<file path="src/verilog/ris_map.svh">
`ifndef RIS_MAP_SVH
`define RIS_MAP_SVH
// ==========================================================
// Register offsets
`define RIS_ADDR_FLAGS      5'h0C
`define RIS_ADDR_ENABLES    5'h0D
`define RIS_ADDR_COL_LOW    5'h0E
`define RIS_ADDR_STRENGTH   5'h0F
// ==========================================================
// Field positions
`define RIS_BIT_TX          7
`define RIS_BIT_RX_START    6
`define RIS_BIT_FIFO        5
`define RIS_BIT_CRC         4
`define RIS_BIT_PARITY      3
`define RIS_BIT_FRAMING     2
`define RIS_BIT_COLLISION   1
`define RIS_BIT_NO_RESP     0
`define RIS_BIT_OSC_OK      6
`define RIS_BIT_NO_RX_CRC   7
// ==========================================================
// Reset values
`define RIS_FLAGS_RESET     8'h00
`define RIS_ENABLES_RESET   6'h3E
`define RIS_COL_RESET       10'h000
`define RIS_STRENGTH_RESET  3'h0
// ==========================================================
// Timing
`define RIS_OSC_SETTLE_NS   200000
`define RIS_CLK_PERIOD_NS   20
`define RIS_OSC_SETTLE_CYC  (`RIS_OSC_SETTLE_NS / `RIS_CLK_PERIOD_NS)
`endif

</file>
<file path="src/verilog/ris_pkg.sv">
package ris_pkg;
  typedef enum logic [1:0] {
    RIS_IDLE,
    RIS_TX,
    RIS_RX
  } ris_phase_t;
endpackage

</file>
<file path="src/verilog/ris_status.sv">
`timescale 1ns/1ps
`default_nettype none
`include "ris_map.svh"

// Overview of operation
// - Flags clear at reset and protocol write
// - Host flag read clears flags and request
// - End of read phase clears flags
// - During transmit only tx, fifo flags change
// - During receive only tx, rx-start flags change
// - Request raised at phase completion
// - Tx flag set at start, request at end
// - Rx flag set at start-of-frame, request at end
// - Fifo flag: low on tx, masked during rx
// - Crc flag only when rx crc enabled
// - Bit 3 parity, bit 2 framing
// - Bit 1 single-subcarrier collision
// - Bit 0 no response within wait time
// - Enables reset to 0x3E
// - Ten-bit collision position across two registers
// - Position clears after read, resets zero
// - Position also reports error bit position
// - Strength valid from rx start to tx
// - Strength latches peak, reset on transmit
// - Each strength three bits, 4 dB steps
// - Main bits 2:0, aux 5:3, swap
// - Bit 6 shows oscillator stable
module ris_status
  import ris_pkg::*;
#(
  parameter int OSC_SETTLE_CYCLES = `RIS_OSC_SETTLE_CYC
) (
  input  wire logic       clk,
  input  wire logic       reset_n,
  input  wire logic       chip_enable,
  input  wire logic       reg_read,
  input  wire logic       reg_write,
  input  wire logic [4:0] reg_addr,
  input  wire logic [7:0] reg_wdata,
  input  wire logic       read_phase_end,
  input  wire logic       protocol_write,
  input  wire logic       no_rx_crc,
  input  wire logic       swap_inputs,
  input  wire logic       tx_start,
  input  wire logic       tx_done,
  input  wire logic       rx_sof,
  input  wire logic       rx_done,
  input  wire logic       fifo_level_event,
  input  wire logic       crc_fail,
  input  wire logic       parity_fail,
  input  wire logic       framing_fail,
  input  wire logic       collision_seen,
  input  wire logic       no_response,
  input  wire logic [9:0] error_position,
  input  wire logic [2:0] main_rx_input,
  input  wire logic [2:0] aux_rx_input,
  output logic [7:0]      reg_rdata,
  output logic            irq,
  output logic            rx_decoder_enable
);

  // ==========================================================
  // State
  ris_phase_t phase;
  logic [7:0] flags;
  logic [5:0] enables;
  logic [9:0] col_pos;
  logic [2:0] main_strength;
  logic [2:0] aux_strength;
  logic       osc_ok;
  logic [$clog2(OSC_SETTLE_CYCLES+1)-1:0] osc_cnt;

  // ==========================================================
  // Decode
  wire logic clr_all   = !chip_enable || protocol_write;
  wire logic rd_flags  = reg_read && reg_addr == `RIS_ADDR_FLAGS;
  wire logic rd_col    = reg_read && (reg_addr == `RIS_ADDR_ENABLES ||
                                      reg_addr == `RIS_ADDR_COL_LOW);
  wire logic wr_en     = reg_write && reg_addr == `RIS_ADDR_ENABLES;
  wire logic in_tx     = phase == RIS_TX;
  wire logic in_rx     = phase == RIS_RX;
  wire logic idle      = phase == RIS_IDLE;
  wire logic crc_ev    = crc_fail && !no_rx_crc;
  wire logic err_ev    = crc_ev || parity_fail || framing_fail;

  // Events that may set flags given the phase
  wire logic [7:0] set_ev;
  assign set_ev[`RIS_BIT_TX]        = tx_start;
  assign set_ev[`RIS_BIT_RX_START]  = rx_sof && !in_tx;
  assign set_ev[`RIS_BIT_FIFO]      = fifo_level_event && !in_rx;
  assign set_ev[`RIS_BIT_CRC]       = crc_ev && idle;
  assign set_ev[`RIS_BIT_PARITY]    = parity_fail && idle;
  assign set_ev[`RIS_BIT_FRAMING]   = framing_fail && idle;
  assign set_ev[`RIS_BIT_COLLISION] = collision_seen && idle;
  assign set_ev[`RIS_BIT_NO_RESP]   = no_response && idle;

  // Enable-gated sources that request at once
  wire logic [5:0] gated = set_ev[5:0] & enables;
  wire logic phase_end = (in_tx && tx_done) || (in_rx && rx_done);
  wire logic flag_clear = clr_all || rd_flags || read_phase_end;

  // Set wins over a clear in the same cycle
  wire logic [7:0] next_flags =
    (flag_clear ? `RIS_FLAGS_RESET : flags) | set_ev;
  wire logic next_irq =
    (irq && !flag_clear) || phase_end || (|gated);

  // ==========================================================
  // Phase tracking
  always_ff @(posedge clk) begin
    if (!reset_n || !chip_enable) begin
      phase <= RIS_IDLE;
    end else begin
      unique case (phase)
        RIS_IDLE: begin
          if (tx_start) begin
            phase <= RIS_TX;
          end else if (rx_sof) begin
            phase <= RIS_RX;
          end
        end
        RIS_TX: begin
          if (tx_done) begin
            phase <= RIS_IDLE;
          end
        end
        RIS_RX: begin
          if (rx_done) begin
            phase <= RIS_IDLE;
          end
        end
      endcase
    end
  end

  // ==========================================================
  // Flags and request
  always_ff @(posedge clk) begin
    if (!reset_n) begin
      flags <= `RIS_FLAGS_RESET;
      irq   <= 1'b0;
    end else begin
      flags <= next_flags;
      irq   <= next_irq;
    end
  end

  always_ff @(posedge clk) begin
    if (!reset_n) begin
      rx_decoder_enable <= 1'b1;
    end else begin
      rx_decoder_enable <= !(tx_start || (in_tx && !tx_done));
    end
  end

  // ==========================================================
  // Enables and collision position
  always_ff @(posedge clk) begin
    if (!reset_n || !chip_enable) begin
      enables <= `RIS_ENABLES_RESET;
    end else if (wr_en) begin
      enables <= reg_wdata[5:0];
    end
  end

  // Capture beats read-clear so a fresh error is kept
  wire logic pos_capture = (collision_seen || err_ev) && idle;
  always_ff @(posedge clk) begin
    if (!reset_n || !chip_enable) begin
      col_pos <= `RIS_COL_RESET;
    end else if (pos_capture) begin
      col_pos <= error_position;
    end else if (rd_col) begin
      col_pos <= `RIS_COL_RESET;
    end
  end

  // ==========================================================
  // Signal strength, peak hold
  wire logic [2:0] main_sel = swap_inputs ? aux_rx_input : main_rx_input;
  wire logic [2:0] aux_sel  = swap_inputs ? main_rx_input : aux_rx_input;

  always_ff @(posedge clk) begin
    if (!reset_n || tx_start) begin
      main_strength <= `RIS_STRENGTH_RESET;
      aux_strength  <= `RIS_STRENGTH_RESET;
    end else if (!in_tx) begin
      if (main_sel > main_strength) begin
        main_strength <= main_sel;
      end
      if (aux_sel > aux_strength) begin
        aux_strength <= aux_sel;
      end
    end
  end

  // ==========================================================
  // Oscillator settle
  always_ff @(posedge clk) begin
    if (!reset_n || !chip_enable) begin
      osc_cnt <= '0;
      osc_ok  <= 1'b0;
    end else if (!osc_ok) begin
      if (osc_cnt == OSC_SETTLE_CYCLES[$bits(osc_cnt)-1:0] - 1'b1) begin
        osc_ok <= 1'b1;
      end
      osc_cnt <= osc_cnt + 1'b1;
    end
  end

  // ==========================================================
  // Read data
  wire logic [7:0] rd_mux =
    (reg_addr == `RIS_ADDR_FLAGS)    ? flags :
    (reg_addr == `RIS_ADDR_ENABLES)  ? {col_pos[9:8], enables} :
    (reg_addr == `RIS_ADDR_COL_LOW)  ? col_pos[7:0] :
    (reg_addr == `RIS_ADDR_STRENGTH) ?
      {1'b0, osc_ok, aux_strength, main_strength} : 8'h00;

  always_ff @(posedge clk) begin
    if (!reset_n) begin
      reg_rdata <= 8'h00;
    end else if (reg_read) begin
      reg_rdata <= rd_mux;
    end
  end

endmodule
`default_nettype wire

</file>
<file path="config.mk">
export PLATFORM = sky130hd
export DESIGN_NAME = ris_status
export DESIGN_NICKNAME = d
export VERILOG_FILES = /design/src/verilog/ris_pkg.sv /design/src/verilog/ris_status.sv
export VERILOG_INCLUDE_DIRS = /design/src /design/src/verilog
export SDC_FILE = /design/constraint.sdc
export NUM_CORES = 1
export LEC_CHECK = 0
export ABC_AREA = 1
export BUFFER_PORTS_ARGS = -buffer_cell sky130_fd_sc_hd__clkbuf_2
export CAP_MARGIN = 30
export CORE_MARGIN = 10
export CORE_UTILIZATION = 50
export DETAILED_ROUTE_END_ITERATION = 16
export PLACE_DENSITY = 0.86
export SLEW_MARGIN = 10
export SYNTH_ARGS = -nofsm -noshare
export SYNTH_HDL_FRONTEND = slang
export SYNTH_SLANG_ARGS = --single-unit
</file>
<file path="constraint.sdc">
create_clock -name clk -period 1.75 [get_ports clk]
set_clock_uncertainty 0.05 [all_clocks]
set_input_delay 0.35 -clock clk [delete_from_list [all_inputs] [get_ports clk]]
set_output_delay 0.35 -clock clk [all_outputs]
set_load 0.01 [all_outputs]
</file>
==> results by stage <==
Floorplanning:
- The area of the die is 9487 um2.
- The number of standard-cell rows in the floorplan is 28.
- From left edge to right edge, the die measures around 97 um.
- The floorplan step set the die height to 97.40 um.
- The top-level I/O count is 58.
- For this configuration, the core starts out at a cell density of 0.5089.
- The core area is around 6000 um2.

Global route:
- The via count of the first global-routing pass came to 2990.
- The maximum number of pins on one net before global-route repair is 19.
- The global-route congestion overflow total is 0.
- The first-pass GRT wire length is approximately 13 mm.
- Across every metal layer, demand over resource in global routing totals 0.1629.
- The initial antenna violation count is 0.

Timing:
- The post-route minimum period is about 1.6 ns.
- The total count of hold-check failures in the final report is 0.
- The timing-limited maximum frequency is a little over 600 MHz.
- Across all hold checks on the routed design, the worst slack comes to roughly 0.18 ns.
- Setup repair after global routing left no endpoint under its margin.
- In the finished design, the share of the clock period the worst path needs comes to 0.9252.
- Setup violations remaining at the end of the flow were counted as 0.
- The transition time at the pin with the least slew margin is approximately 0.43 ns.
- In this run the tightest slew margin relative to its limit is 0.7147.
- The max-slew violation count is 0.

Drt:
- After detailed routing, the number of vias per cell comes to around 5.4.
- The number of design-rule violations left by the first detailed-router iteration is around 200.
- The number of nets still failing antenna checks after routing is 0.
- The post-detailed-route DRC marker count is 0.
- Detailed routing inserted a total of around 3200 vias.
- For this run, the detailed router's first-pass iteration total came to 5.
- The wire length the detailed router placed on met1 is 3.180 mm.
- The total wire length after detailed routing is ~8 mm.
- The average wire per cell in the routed design is about 14 um.
- In the detailed route, the total length drawn on met3 is between 600 and 700 um.
- The highest metal layer carrying signal wires in the routed design is met4.
- The met2 wire length is 4.035 mm.

Logic synthesis:
- The synthesized netlist occupies a cell area of around 3000 um2.
- Of the synthesized area, sequential elements account for 0.3810.
- The synthesized netlist net count is about 500.
- The synthesized design contains between 50 and 60 register bits.
- The number of distinct library cell variants in the gate-level netlist after synthesis is 24.
- The post-synthesis average cell area is just under 7 um2.
- The yosys synthesis warning count is 0.
- The number of cells produced by synthesis is around 440.

Power:
- The analysis attributes to net switching a power of approximately 760 uW.
- The power density of the placed cells is 804.2 nW/um2.
- Summed over all cells, the static leakage comes to between 1.5 and 2 nW.
- Of the total power, the clock network draws 0.374.
- The combinational cell fraction of total power is 0.140.
- The maximum resistive drop on vdd is between 0.0005 and 0.0006 V.
- The sequential group share of total power is 0.486.
- The internal power of the cells is between 2 and 2.5 mW.
- The switching share of power is 0.2677.

Hold path:
- In this run the most critical hold path is launched from reg_wdata[4].
- The type of the worst min-delay path is primary input to flip-flop.
- The number of cells on the worst hold path is 3.
- The path with the worst hold slack has its endpoint at enables[4].

CTS:
- The number of buffers inserted to repair setup after CTS is 0.
- After clock tree synthesis, the clock-pin slew on the worst setup and hold paths is approximately 0.060 ns.
- The hold-fix buffer count after cts is 0.
- The clock tree synthesis step divided the H-tree into 3 levels.
- The clock buffer count from CTS is 9.
- The clock drives 57 sinks.
- The clock latency on the worst-skew pair is ~0.33 ns.
- The library cell used as clock root buffer is sky130_fd_sc_hd__clkbuf_8.
- Gates resized during post-CTS repair numbered 0.
- The CTS tree is done.
- In this run the deepest clock path goes through 2 buffers.

Setup path:
- By startpoint and endpoint, the worst setup path is classified as flip-flop to flip-flop.
- On the critical path the largest part of the delay comes from simple AND/OR/NAND/NOR gates.
- The maximum net fanout on the critical path is 10.
- The critical register-to-register path endpoint is col_pos[0].
- For this design, the slowest cell found on the critical path is sky130_fd_sc_hd__dfxtp_1.
- The cell that appears most often on the critical path is sky130_fd_sc_hd__nand3_1.
- The signal arrival time at the worst endpoint is ~1.8 ns.
- The maximum cell stage delay along the critical path is 0.36 ns.
- The worst reg2reg path depth is 8.
- The critical path goes through inv_1 > ha_2 > nand2_1 > nand3_1 > nor2b_2 > buf_4 > nand3_1 > a21oi_1.
- The sort of element at the start of the critical path is a flip-flop.
- The startpoint identified for the worst register-to-register timing path is phase[0].
- The type of destination of the critical path is a flip-flop.
- For flop-to-flop paths, the worst setup slack is approximately 0.13 ns.
- The count of buffering cells on the critical path with inverters included is 2.
- For the worst setup path, the data required time is 1.97 ns.

Placement:
- The number of buffers added on ports is 55.
- The number of placed instances with taps included is about 570.
- Routability-driven placement finished with a final weighted congestion of approximately 0.87.
- Summed over all nets, the half-perimeter wirelength after detailed placement is between 6 and 7 mm.

Run status:
- The run finished with clean final reports.

Run:
- The tool flagged a number of max-cap violations equal to 0.

Final layout:
- The area added between synthesis and finish is 17.75%.
- Measured on the finished design, the core utilization comes to 0.5993.
- The fraction of layout instances using a drive strength above 1 is 0.1870.
- At the end of the flow, the number of nets in the layout was 563.
- The final instance count without filler cells is 583.
- The number of antenna diodes in the final layout is 0.
-- per-layer routing --
metal	GRT usage	vias to the layer above
li1	-	1571
met1	0.1749	1447
met2	0.2908	128
met3	0.06188	14
met4	0.04251	0
met5	0	-
-- cells by family (layout without fill, tap and decap cells) --
kind of cell / Yosys count / count (layout) / share of synthesized area
and+or+nand+nor: 242 / 242 / 0.3705
buffers and inverters: 70 / 137 / 0.1011
AOI/OAI and AO/OA: 62 / 62 / 0.1057
DFF: 57 / 57 / 0.3810
adders and majority gates: 10 / 10 / 0.04177
-- synthesized netlist by cell type, drive strengths merged --
master	number	area [um2]
nand2	117	446.7
dfxtp	57	1141
nand3	66	335.3
clkbuf	2	7.510
o21ai	14	70.07
clkinv	2	7.510
nor2	34	172.7
nor3b	2	15.01
nor3	5	25.02
a21boi	2	15.01
a21oi	45	225.2
nor2b	1	8.760
o22ai	1	6.260
inv	54	202.7
buf	12	85.08
nand4	17	106.4
ha	10	125.1
-- stage by stage --
step	area (um2)	TNS [ns]	power, mW	setup WS, ns
after floorplan	2995	0	1.649	0.01765
after global placement	3362	-0.2099	1.770	-0.07831
after detailed placement	3362	-0.7596	1.792	-0.2099
after CTS	3525	0	2.846	0.03028
after global routing	3527	0	2.963	0.006076
final	3527	0	2.836	0.1309
-- flip-flops by register name, indices dropped and copies added, names as in the netlist --
name	cells
osc_cnt	14
col_pos	10
flags	8
reg_rdata	8
enables	6
aux_strength	3
main_strength	3
phase	2
irq	1
osc_ok	1
rx_decoder_enable	1
-- power groups by stage --
stage	clock network (mW)	logic, mW	registers [mW]
after floorplan	0	0.253	1.40
after global placement	0	0.366	1.40
after detailed placement	0	0.386	1.41
after CTS	1.08	0.390	1.38
after global routing	1.13	0.448	1.38
final	1.06	0.397	1.38
-- worst register-to-register path: cells and delay by family (launching register included) --
family / cells / cell delay, ns
DFF: 1 / 0.36
AOI/OAI and AO/OA: 1 / 0.14
buffers and inverters: 2 / 0.28
adders and majority gates: 1 / 0.24
and+or+nand+nor: 4 / 0.49
-- cell usage in the layout, fill, tap and decap left out, types with 9 or more instances in the layout --
master                     instances
sky130_fd_sc_hd__nor2_1           26
sky130_fd_sc_hd__nand3_1          65
sky130_fd_sc_hd__dfxtp_1          57
sky130_fd_sc_hd__buf_4            12
sky130_fd_sc_hd__nand2_1         114
sky130_fd_sc_hd__clkbuf_8         11
sky130_fd_sc_hd__clkbuf_2         55
sky130_fd_sc_hd__ha_1              9
sky130_fd_sc_hd__nand4_1          17
sky130_fd_sc_hd__inv_1            52
sky130_fd_sc_hd__a21oi_1          45
sky130_fd_sc_hd__o21ai_0          13
-- final cells by class --
| cell class | count | area [um2] |
|---|---|---|
| Inverter | 56 | 210.2 |
| Multi-Input combinational cell | 314 | 1554 |
| Timing Repair Buffer | 67 | 365.4 |
| Clock buffer | 14 | 162.7 |
| Sequential cell | 57 | 1141 |
| Fill cell | 540 | 2359 |
| Tap cell | 75 | 93.84 |
-- worst max path at each step --
stage | start | cells after the start | end | slack, ns
floorplan | swap_inputs | 9 | main_strength[2] | 0.02
global placement | swap_inputs | 9 | main_strength[2] | -0.08
detailed placement | swap_inputs | 9 | main_strength[0] | -0.21
CTS | phase[0] | 8 | col_pos[1] | 0.03
global route | phase[0] | 8 | col_pos[1] | 0.006
finish | phase[0] | 8 | col_pos[0] | 0.13
Note: power is estimated with default switching activity, not from simulation.
